**src/logic/motion_cmd_pkg.sv**
```systemverilog
package motion_cmd_pkg;

   // ==========================================================
   // command codes on the command port
   localparam logic [7:0] CMD_TRAJ_START = 8'h01;
   localparam logic [7:0] CMD_TRAJ_LOAD  = 8'h1F;
   localparam logic [7:0] CMD_MASK       = 8'h1C;
   localparam logic [7:0] CMD_FLAG_CLEAR = 8'h1D;
   localparam logic [7:0] CMD_BP_ABS     = 8'h20;
   localparam logic [7:0] CMD_BP_REL     = 8'h21;

   // ==========================================================
   // status byte layout and reset values
   localparam int         ST_BUSY        = 0;
   localparam int         ST_COND_LO     = 1;
   localparam int         ST_BREAKPOINT  = 6;
   localparam logic [7:0] STATUS_RST     = 8'h00;
   localparam logic [7:0] MASK_RST       = 8'h00;

   // ==========================================================
   // trajectory control word fields
   localparam int         CW_FWD         = 12;
   localparam int         CW_VEL_MODE    = 11;
   localparam int         CW_ACC_LD      = 5;
   localparam int         CW_LD_STEP     = 2;
   localparam int         PAR_COUNT      = 3;
   localparam int         FRAC_BITS      = 16;
   localparam logic [7:0] CW_LOAD_FLAGS  = 8'h3F;

   // ==========================================================
   // timing
   localparam int         CLK_PERIOD_NS  = 10;
   localparam int         BUSY_TIME_NS   = 100;
   localparam int         BUSY_CYCLES    = (BUSY_TIME_NS + CLK_PERIOD_NS - 1) / CLK_PERIOD_NS;
   localparam int         SAMPLE_CLKS    = 2048;
   localparam int         SAMPLE_CNT_W   = 11;

   // ==========================================================
   // types
   typedef struct packed {
      logic       cmd_wr;
      logic       data_wr;
      logic [7:0] data;
   } host_in_type;

   typedef struct packed {
      logic [15:0] ctrl;
      logic [31:0] accel;
      logic [31:0] vel;
      logic [31:0] pos;
   } traj_type;

   typedef enum logic [5:0] {
      PH_CMD      = 6'b00_0001,
      PH_MASK     = 6'b00_0010,
      PH_BP       = 6'b00_0100,
      PH_TRJ_CW   = 6'b00_1000,
      PH_TRJ_PAR  = 6'b01_0000,
      PH_CLEAR    = 6'b10_0000
   } phase_type;

   typedef struct packed {
      phase_type         phase;
      host_in_type       hin_d;
      logic              byte_hi;
      logic [7:0]        hi_byte;
      logic              word_n;
      logic [15:0]       word_hi;
      logic              bp_rel;
      logic [1:0]        par_sel;
      logic [15:0]       cw_buf;
      logic [31:0]       acc_buf;
      logic [31:0]       vel_buf;
      logic [31:0]       pos_buf;
      traj_type          act;
      logic              start_p;
      logic [7:0]        mask;
      logic [7:0]        status;
      logic              irq;
      logic [7:0]        busy_cnt;
      logic [SAMPLE_CNT_W-1:0] samp_cnt;
      logic [31:0]       bp;
      logic              bp_armed;
      logic              bp_prev_valid;
      logic              bp_prev_sign;
   } cmd_state_type;

endpackage : motion_cmd_pkg

```
**src/logic/pin_sync.sv**
```systemverilog
`timescale 1ns/1ps
`default_nettype none

// ==========================================================
// two-stage synchroniser; stage 0 is read only by stage 1
module pin_sync #(
   parameter int W = 1
) (
   // clock, reset, enable
   input  wire  logic         sys_clk,
   input  wire  logic         rst_b,
   input  wire  logic         clk_en,
   // pins and synchronised copy
   input  wire  logic [W-1:0] pin_in,
   output var   logic [W-1:0] pin_sync_out
);

   logic [1:0][W-1:0] stage_r;
   logic [1:0][W-1:0] stage_nxt;

   always_comb begin
      stage_nxt    = stage_r;
      stage_nxt[0] = pin_in;
      stage_nxt[1] = stage_r[0];
   end

   always_ff @(posedge sys_clk or negedge rst_b) begin
      if (!rst_b) begin
         stage_r <= '0;
      end else if (clk_en) begin
         stage_r <= stage_nxt;
      end
   end

   assign pin_sync_out = stage_r[1];

endmodule : pin_sync

`default_nettype wire

```
**src/logic/motion_host_cmd.sv**
```systemverilog
// Behaviour
// - mask command takes exactly one data word
// - mask high byte ignored; low bits 1-6 enable
// - mask gates interrupt only, status shows everything
// - breakpoint reached sets status bit six, interrupts if mask bit six is set
// - mask low byte 40 enables only breakpoint
// - absolute breakpoint value is absolute shaft position
// - code 20 starts absolute breakpoint load
// - code 21 adds value to target position
// - breakpoint is 32 bits, high word first
// - words move as high byte then low byte
// - code 1F loads control word then parameters
// - control high byte 18 is forward velocity
// - low byte 28: absolute acceleration and velocity
// - 180C: relative velocity only follows
// - relative velocity adds to programmed velocity
// - acceleration and velocity carry 16 fractional bits
// - parameters are 32-bit, two words, two's complement
// - parameters take effect only on start code 01
// - code 1D word: zero bits clear flags
`timescale 1ns/1ps
`default_nettype none

module motion_host_cmd (
   // clock, reset, enable
   input  wire  logic                      sys_clk,
   input  wire  logic                      rst_b,
   input  wire  logic                      clk_en,
   // host command and data port, asynchronous
   input  wire  logic                      host_cmd_wr,
   input  wire  logic                      host_data_wr,
   input  wire  logic [7:0]                host_data,
   // position and condition inputs from neighbouring logic
   input  wire  logic [31:0]               actual_pos,
   input  wire  logic [31:0]               target_pos,
   input  wire  logic [5:1]                cond_evt,
   // status, host interrupt, trajectory outputs
   output var   logic [7:0]                status,
   output var   logic                      host_irq,
   output var   motion_cmd_pkg::traj_type  traj_act,
   output var   logic                      traj_start
);
   import motion_cmd_pkg::*;

   cmd_state_type st_r;
   cmd_state_type st_nxt;
   host_in_type   hin;
   logic          cmd_evt;
   logic          data_evt;
   logic          word_done;
   logic [15:0]   word;
   logic [31:0]   val32;
   logic          tick;
   logic [31:0]   bp_diff;
   logic          bp_hit;
   logic          bp_load;
   logic [31:0]   bp_new;
   logic [7:0]    clr_bits;

   // ==========================================================
   // host pins: the data byte is synchronised with its strobe, so
   // the host must hold data steady a few clocks around the strobe
   pin_sync #(
      .W            ($bits(host_in_type))
   ) u_host_sync (
      .sys_clk      (sys_clk),
      .rst_b        (rst_b),
      .clk_en       (clk_en),
      .pin_in       ({host_cmd_wr, host_data_wr, host_data}),
      .pin_sync_out (hin)
   );

   // ==========================================================
   // transfer detection; edges during busy are dropped
   assign cmd_evt   = hin.cmd_wr & ~st_r.hin_d.cmd_wr & ~st_r.status[ST_BUSY];
   assign data_evt  = hin.data_wr & ~st_r.hin_d.data_wr & ~st_r.status[ST_BUSY];
   assign word_done = data_evt & st_r.byte_hi;
   assign word      = {st_r.hi_byte, hin.data};
   assign val32     = {st_r.word_hi, word};

   // ==========================================================
   // breakpoint compare, once per sample; a crossing counts too,
   // since the shaft may pass the point between two samples
   assign tick    = (st_r.samp_cnt == SAMPLE_CNT_W'(SAMPLE_CLKS - 1));
   assign bp_diff = actual_pos - st_r.bp;
   assign bp_hit  = tick & st_r.bp_armed &
                    ((bp_diff == 32'h0000_0000) |
                     (st_r.bp_prev_valid & (bp_diff[31] != st_r.bp_prev_sign)));
   assign bp_load = (st_r.phase == PH_BP) & word_done & st_r.word_n;
   assign bp_new  = st_r.bp_rel ? (target_pos + val32) : val32;

   // first selected parameter at or after 'from': {found, index}
   function automatic logic [2:0] next_par(input logic [15:0] cw, input int from);
      logic [2:0] r;
      r = '0;
      for (int i = PAR_COUNT - 1; i >= 0; i--) begin
         if (i >= from && cw[CW_ACC_LD - CW_LD_STEP * i]) begin
            r = {1'b1, 2'(i)};
         end
      end
      return r;
   endfunction : next_par

   // ==========================================================
   // next state
   always_comb begin
      logic [2:0] np;
      np              = '0;
      st_nxt          = st_r;
      st_nxt.hin_d    = hin;
      st_nxt.start_p  = 1'b0;
      clr_bits        = '0;

      st_nxt.samp_cnt = tick ? '0 : st_r.samp_cnt + 1'b1;
      if (st_r.busy_cnt != 8'h00) begin
         st_nxt.busy_cnt = st_r.busy_cnt - 1'b1;
      end

      if (cmd_evt) begin
         st_nxt.busy_cnt = 8'(BUSY_CYCLES);
         st_nxt.byte_hi  = 1'b0;
         st_nxt.word_n   = 1'b0;
         st_nxt.phase    = PH_CMD;
         case (hin.data)
            CMD_MASK:       st_nxt.phase = PH_MASK;
            CMD_FLAG_CLEAR: st_nxt.phase = PH_CLEAR;
            CMD_TRAJ_LOAD:  st_nxt.phase = PH_TRJ_CW;
            CMD_BP_ABS: begin
               st_nxt.phase  = PH_BP;
               st_nxt.bp_rel = 1'b0;
            end
            CMD_BP_REL: begin
               st_nxt.phase  = PH_BP;
               st_nxt.bp_rel = 1'b1;
            end
            CMD_TRAJ_START: begin
               st_nxt.start_p  = 1'b1;
               st_nxt.act.ctrl = st_r.cw_buf;
               if (st_r.cw_buf[CW_ACC_LD]) begin
                  st_nxt.act.accel = st_r.cw_buf[CW_ACC_LD - 1] ?
                                     st_r.act.accel + st_r.acc_buf : st_r.acc_buf;
               end
               // velocity is 16.16 fixed point; a relative value adds
               if (st_r.cw_buf[CW_ACC_LD - CW_LD_STEP]) begin
                  st_nxt.act.vel = st_r.cw_buf[CW_ACC_LD - CW_LD_STEP - 1] ?
                                   st_r.act.vel + st_r.vel_buf : st_r.vel_buf;
               end
               if (st_r.cw_buf[CW_ACC_LD - 2 * CW_LD_STEP]) begin
                  st_nxt.act.pos = st_r.cw_buf[CW_ACC_LD - 2 * CW_LD_STEP - 1] ?
                                   target_pos + st_r.pos_buf : st_r.pos_buf;
               end
               // consumed: a second start must not add relative values again
               st_nxt.cw_buf[7:0] = st_r.cw_buf[7:0] & ~CW_LOAD_FLAGS;
            end
            default: st_nxt.phase = PH_CMD;
         endcase
      end else if (data_evt && !st_r.byte_hi) begin
         st_nxt.hi_byte = hin.data;
         st_nxt.byte_hi = 1'b1;
      end else if (word_done) begin
         st_nxt.byte_hi  = 1'b0;
         st_nxt.busy_cnt = 8'(BUSY_CYCLES);
         unique case (st_r.phase)
            PH_CMD: st_nxt.phase = PH_CMD;
            PH_MASK: begin
               st_nxt.mask  = {1'b0, word[ST_BREAKPOINT:ST_COND_LO], 1'b0};
               st_nxt.phase = PH_CMD;
            end
            PH_CLEAR: begin
               clr_bits     = {1'b0, ~word[ST_BREAKPOINT:ST_COND_LO], 1'b0};
               st_nxt.phase = PH_CMD;
            end
            PH_BP: begin
               if (!st_r.word_n) begin
                  st_nxt.word_hi = word;
                  st_nxt.word_n  = 1'b1;
               end else begin
                  st_nxt.bp            = bp_new;
                  st_nxt.bp_armed      = 1'b1;
                  st_nxt.bp_prev_valid = 1'b0;
                  st_nxt.word_n        = 1'b0;
                  st_nxt.phase         = PH_CMD;
               end
            end
            PH_TRJ_CW: begin
               st_nxt.cw_buf = word;
               np            = next_par(word, 0);
               st_nxt.par_sel = np[1:0];
               st_nxt.word_n  = 1'b0;
               st_nxt.phase   = np[2] ? PH_TRJ_PAR : PH_CMD;
            end
            PH_TRJ_PAR: begin
               if (!st_r.word_n) begin
                  st_nxt.word_hi = word;
                  st_nxt.word_n  = 1'b1;
               end else begin
                  st_nxt.word_n = 1'b0;
                  unique case (st_r.par_sel)
                     2'd0:    st_nxt.acc_buf = val32;
                     2'd1:    st_nxt.vel_buf = val32;
                     default: st_nxt.pos_buf = val32;
                  endcase
                  np             = next_par(st_r.cw_buf, int'(st_r.par_sel) + 1);
                  st_nxt.par_sel = np[1:0];
                  st_nxt.phase   = np[2] ? PH_TRJ_PAR : PH_CMD;
               end
            end
            default: st_nxt.phase = PH_CMD;
         endcase
      end

      if (tick && st_r.bp_armed) begin
         st_nxt.bp_prev_valid = 1'b1;
         st_nxt.bp_prev_sign  = bp_diff[31];
      end
      if (bp_hit) begin
         st_nxt.bp_armed = 1'b0;
      end

      // flags: clear first, then set, so an event in the clear cycle survives
      st_nxt.status = st_r.status & ~clr_bits;
      st_nxt.status[ST_BREAKPOINT-1:ST_COND_LO] =
         st_nxt.status[ST_BREAKPOINT-1:ST_COND_LO] | cond_evt;
      if (bp_hit) begin
         st_nxt.status[ST_BREAKPOINT] = 1'b1;
      end
      st_nxt.status[ST_BUSY] = (st_nxt.busy_cnt != 8'h00);
      st_nxt.status[7]       = 1'b0;
      st_nxt.irq = |(st_nxt.status[ST_BREAKPOINT:ST_COND_LO] &
                     st_nxt.mask[ST_BREAKPOINT:ST_COND_LO]);
   end

   always_ff @(posedge sys_clk or negedge rst_b) begin
      if (!rst_b) begin
         st_r        <= '0;
         st_r.phase  <= PH_CMD;
         st_r.mask   <= MASK_RST;
         st_r.status <= STATUS_RST;
      end else if (clk_en) begin
         st_r <= st_nxt;
      end
   end

   assign status     = st_r.status;
   assign host_irq   = st_r.irq;
   assign traj_act   = st_r.act;
   assign traj_start = st_r.start_p;
endmodule : motion_host_cmd

`default_nettype wire

```
**config.mk**
```make
export PLATFORM = sky130hd
export DESIGN_NAME = motion_host_cmd
export DESIGN_NICKNAME = d
export VERILOG_FILES = /design/src/logic/motion_cmd_pkg.sv /design/src/logic/pin_sync.sv /design/src/logic/motion_host_cmd.sv
export SDC_FILE = /design/constraint.sdc
export NUM_CORES = 1
export LEC_CHECK = 0
export ABC_AREA = 1
export ABC_CLOCK_PERIOD_IN_PS = 3070
export BUFFER_PORTS_ARGS = -buffer_cell sky130_fd_sc_hd__buf_2
export CAP_MARGIN = 10
export CELL_PAD_IN_SITES_DETAIL_PLACEMENT = 2
export CELL_PAD_IN_SITES_GLOBAL_PLACEMENT = 2
export CORE_MARGIN = 3
export CORE_UTILIZATION = 36
export CTS_BUF_LIST = sky130_fd_sc_hd__clkbuf_2
export DETAILED_ROUTE_END_ITERATION = 10
export PLACE_DENSITY_LB_ADDON = 0.1
export SLEW_MARGIN = 20
export SYNTH_ARGS = -nofsm -noshare
export SYNTH_HDL_FRONTEND = slang
export SYNTH_SLANG_ARGS = --single-unit
```
**constraint.sdc**
```tcl
create_clock -name sys_clk -period 3.07 [get_ports sys_clk]
set_input_delay 0.614 -clock sys_clk [delete_from_list [all_inputs] [get_ports sys_clk]]
set_output_delay 0.614 -clock sys_clk [all_outputs]
set_load 0.03 [all_outputs]
```
Yosys cells after proc, flatten, opt, wreduce, memory -nomap -nowiden
Index checks and enable logic that the tools add are counted.
Operators by class
  add/subtract/negate cells: 8
  order comparisons: 3
  equal/unequal tests: 23
  mux-type cells: 74
  bitwise gates (word level): 21
  reductions and logical operators: 46
Operators with widths (number)
  $mux W32: 7
  $mux W104: 2
  $mux W96: 2
  $add A32 B32 Y32: 4
  $mux W7: 8
  $mux W8: 6
  $mux W3: 15
  $mux W6: 6
  $mux W17: 2
  $logic_not A32 Y1: 1
  $mux W16: 2
  $sub A32 B32 Y32: 1
  $reduce_and A6 Y1: 5
  $eq A8 B5 Y1 const B: 3
  $pmux W6 S4: 1
  $reduce_and A7 Y1: 3
  $reduce_bool A2 Y1: 10
  $pmux W6 S3: 1
  $eq A8 B6 Y1 const B: 2
  $reduce_and A4 Y1: 4
  $reduce_bool A8 Y1: 2
  $reduce_and A5 Y1: 3
  $mux W2: 7
  $add A11 B1 Y11 const B: 1
  37 further kinds: 77
Storage, ports and cells
  flip-flop bits (word level): 350
  input bits: 82
  output and inout port bits: 122
  logic and storage cells: 206

Longest topological paths before layout
  depth after elaboration: 17
  depth in mapped cells: 23
  depth with buffers taken out: 23

Cells and area by module
From an unflattened synthesis, not the netlist that was laid out.
Second synthesis, totals
  cell total of the unflattened synthesis: 3636
  area, all modules: 25677.1 µm²
Modules (own cells, without submodules)
  motion_host_cmd: instances 1, cells an instance 3551, area an instance 24910.1 µm², seq. area each 8259.2 µm²
  pin_sync: instances 1, cells an instance 85, area an instance 767.0 µm², seq. area each 500.5 µm²

Worst setup path before layout
No wires, ideal clock.
  kind: input to register
  start point: input port actual_pos[0]
  end point: register st_r, in the netlist host_irq
  setup time: 0.066 ns
  data arrival time: 2.426 ns
  data required time: 3.004 ns
  path slack: 0.579 ns
  stages on the path: 20
  buffers on the path: 0
  cells stage by stage: inv_1 ha_1 fa_1 inv_1 nand3_1 nand3_1 nand2_1 nand2_1 nand3_1 nand4_1 nand2_1 nor2_1 nand2_1 nor2_1 nand3_1 nand2_1 nand2_1 nand2_1 nand2_1 nand2_1
Between the ends
  word-level cells in the longest chain between the ends: 8
  elaborated cells between the ends (all ways): 9
  those cells by class: 1 x add/sub; 1 x eq/ne; 1 x mux; 4 x bitwise; 2 x reduce/logical
RTL lines
  start: declaration: line motion_host_cmd.sv:34  | input wire logic [31:0] actual_pos,
  $sub A32 B32 Y32 *: line motion_host_cmd.sv:85  | assign bp_diff = actual_pos - st_r.bp;
  branches (longest 2 deep; another with $logic_not A32 Y1)
  $or A1 B1 Y1 *: line motion_host_cmd.sv:87  | ((bp_diff == 32'h0000_0000) |
  $and A1 B1 Y1 *: line motion_host_cmd.sv:86  | assign bp_hit = tick & st_r.bp_armed &
  $mux W1 *: line motion_host_cmd.sv:224  | if (bp_hit) begin
  $and A6 B6 Y6 *: line motion_host_cmd.sv:229  | st_nxt.irq = |(st_nxt.status[ST_BREAKPOINT:ST_COND_LO] &
  $reduce_or A6 Y1 *: line motion_host_cmd.sv:229
  end signal: assignment: line motion_host_cmd.sv:240  | st_r <= st_nxt;
  end: declaration: line motion_host_cmd.sv:45  | cmd_state_type st_r;
Every way passes the cells marked *.
A chain may end at the register's enable or synchronous reset.

Worst setup path in the final report
  start point: register st_r[334] in the netlist's numbering
  end point: register status[4] (netlist name)
Between the ends
  word-level cells in the longest chain between the ends: 7
RTL lines
  $not A1 Y1: line motion_host_cmd.sv:75  | assign cmd_evt = hin.cmd_wr & ~st_r.hin_d.cmd_wr & ~st_r.status[ST_BUSY];
  $and A1 B1 Y1 (2 in a row): line motion_host_cmd.sv:75
  $mux W7: line motion_host_cmd.sv:119  | if (cmd_evt) begin
  $not A7 Y7: line motion_host_cmd.sv:221  | st_nxt.status = st_r.status & ~clr_bits;
  $and A7 B7 Y7: line motion_host_cmd.sv:221
  $or A5 B5 Y5: line motion_host_cmd.sv:223  | st_nxt.status[ST_BREAKPOINT-1:ST_COND_LO] | cond_evt;
Every way passes these cells.

==> results.yml <==
clock_network:
  htree_levels: 3
  cts_buffers: 105
  clock-root-buffer: "clkbuf_2"
  insertion_delay_ns: 1.18
  clock_path_buffers: 3
  tritoncts: "yes"
  cts_sinks: 350
  clkTransAtPathRegs_ns: 0.10
setup_path:
  arrival_ns: 4.03
  crit_fanout: 15
  worstSetupPathType: "register to register"
  cp.required_ns: 4.16
  start_kind: "register"
  endpoint_kind: "register"
routing:
  via_count: 25900
  avgRoutedWirePerCell_um: 22.5
  drc_errors: 0
  ant_nets: 0
  drt_first_pass_iters: 5
  viasPerCell: 5.31
  drt-initial-drc-count: 1186
  drt_wl_total_mm: 109
die:
  die_h_um: 272
  die-area_sq_um: 74200
  start_util_pct: 36.4
  row_count: 97
  die_w_um: 272
  boundaryPins: 204
  core-area_sq_um: 70100
placed_design:
  io_buffers: 202
  placed_cell_area_sq_um: 27200
  dp_hpwl_mm: 85.0
  dp_cells: 4646
  gp_congestion: 0.927
power_and_ir_drop:
  power-per-cell-area_nw_per_um2: 387
  finalPower_mw: 11.1
  ir_worst_vdd_v: 0.000307
  leakage_nw: 15.5
logic_synthesis:
  synth_warnings: 0
  async_flop_share_pct: 100
  yosysTopAreaCell: "dfrtp_1"
  ys.flop_type: "dfrtp_1"
  synthCells: 3627
  synth_seq_cells: 350
  synthesis.area_sq_um: 25600
  yosys-top-cells-area: "dfrtp_1 (34%), nand2_1 (15%), ha_1 (7.7%)"
  synth_edf_count: 0
  ys_seq_area_share_pct: 34.3
  synth_fp_nets: 3872
  syn_avg_cell_area_sq_um: 7.05
  synth_top_area_share_pct: 34.2
  yosysMostFrequentCell: "nand2_1"
  synth_cell_type_count: 63
  synthTopCellsByCount: "nand2_1 (1033), inv_1 (413), o21ai_0 (376)"
sta:
  fin_crit_sh_pct: 95.6
  layout_min_cycle_time_ns: 2.94
  max-slew-margin-rel_pct: 32.8
  finalSetupViolations: 0
  final_max_slew_viol_count: 0
  hold_viol: 0
  finClkSkew_ns: 0.114
  timing.hold.ws_ns: 0.157
  worst_slew_pin_slew_ns: 1.01
  max_clock_freq_ghz: 0.341
cells_and_area:
  fin_area_sq_um: 28700
  area_delta_synth_final_pct: 12.1
  layout.nets: 4099
  layoutNonFillerInstCount: 4868
  drive_gt1_share_pct: 14.0
  final_util_pct: 40.8
grt:
  grt_first_pass_wirelength_mm: 169
  antenna_found_initial: 13
  grt_overflow: 0
  grt_max_degree: 65
  gr-usage-all-layers_pct: 29.3
  grt_pass1_vias: 28900
run:
  drv_cap: 0
run_status:
  outcome: "finished, final reports clean"
hold_path:
  hold_path.class: "input pin to register"
[cell usage in the layout, fill, tap and decap left out, types with 25 or more instances in the layout]
master and instances:
a21oi_1 192, nand4_1 36, clkbuf_2 147, ha_1 157, nor3_1 41, inv_1 411
nand3_1 143, dlygate4sd3_1 39, a21o_1 27, xnor2_1 25, nor2_1 261, o21ai_1 31
dfrtp_1 349, buf_2 201, buf_4 78, inv_2 30, o21ai_0 373, nand2_1 1030
xor2_1 68, o211ai_1 29
[metal layers]
metal,vias up,GRT usage (%),wire length [um]
li1,12200,-,-
met1,12900,34.9,45900
met2,474,52.8,54800
met3,212,4.28,3940
met4,4,12.0,4630
met5,-,0,27
[stage by stage]
stage	TNS, ns	setup slack, ns
6_report	0	0.134
5_1_grt	-0.0319	-0.0319
4_1_cts	0	0.00678
3_5_place_dp	-0.274	-0.165
3_3_place_gp	-0.0709	-0.0593
2_1_floorplan	0	0.579
[kinds of logic after synthesis]
kind of cell / synth area share (%)
mux: 0.0783
compound gates: 16.6
xor+xnor: 3.19
fa+ha+maj: 8.12
buf+inv: 11.5
flops: 34.3
simple gates: 26.2
other cells: 0.0147
[where the power goes]
part / leakage, nW / internal (mW) / total, mW / switching (mW)
Combinational: 10.2 / 0.698 / 2.35 / 1.65
Clock: 0.699 / 1.45 / 3.70 / 2.25
Sequential: 4.57 / 4.82 / 5.03 / 0.215
Total: 15.5 / 6.97 / 11.1 / 4.12
[path summary, 6_finish.rpt]
| path | slack, ns | from | to | depth (start not counted) |
|---|---|---|---|---|
| max | 0.13 | st_r[334] | status[4] | 9 |
| min | 0.16 | target_pos[8] | traj_act[8] | 5 |
| max reg2reg | 0.13 | st_r[334] | status[4] | 9 |
| min reg2reg | 0.47 | st_r[2] | st_r[1] | 2 |
| max in group asynchronous | 1.61 | rst_b | st_r[335] | 4 |
| min in group asynchronous | 0.60 | rst_b | traj_act[107] | 3 |
[state kept, by name, summed over array words and instances (netlist names)]
| name | count |
|---|---|
| st_r | 209 |
| traj_act | 112 |
| u_host_sync.pin_sync_out | 10 |
| u_host_sync.stage_nxt | 10 |
| status | 7 |
| host_irq | 1 |
| traj_start | 1 |
[area by class of cell]
| class | count | area (sq um) |
|---|---|---|
| clock inverters | 28 | 173 |
| inverters | 444 | 1670 |
| diodes | 6 | 15.0 |
| clock buffers | 147 | 736 |
| well taps | 940 | 1180 |
| multi-input cells | 2624 | 13900 |
| flip-flops and latches | 350 | 8760 |
| repair buffers | 329 | 2200 |
| fillers | 8658 | 41500 |
[critical path, cell delays in order, from the launching register on]
cell and delay [ns]:
dfrtp_1 0.41, nor3_4 0.38, inv_4 0.20, nand3_2 0.17
nor2_1 0.08, o21bai_1 0.20, nand2_1 0.07, dlygate4sd3_1 0.57
o21ai_0 0.13, dlygate4sd3_1 0.66
[what timing repair did]
action                     in CTS  in global routing
buffers inserted                0                  1
gates resized for setup         0                 22
setup endpoints to repair       0                  6
hold buffers                   40                  0
hold endpoints to repair      345                  0
Note: power is estimated with default switching activity, not from simulation.
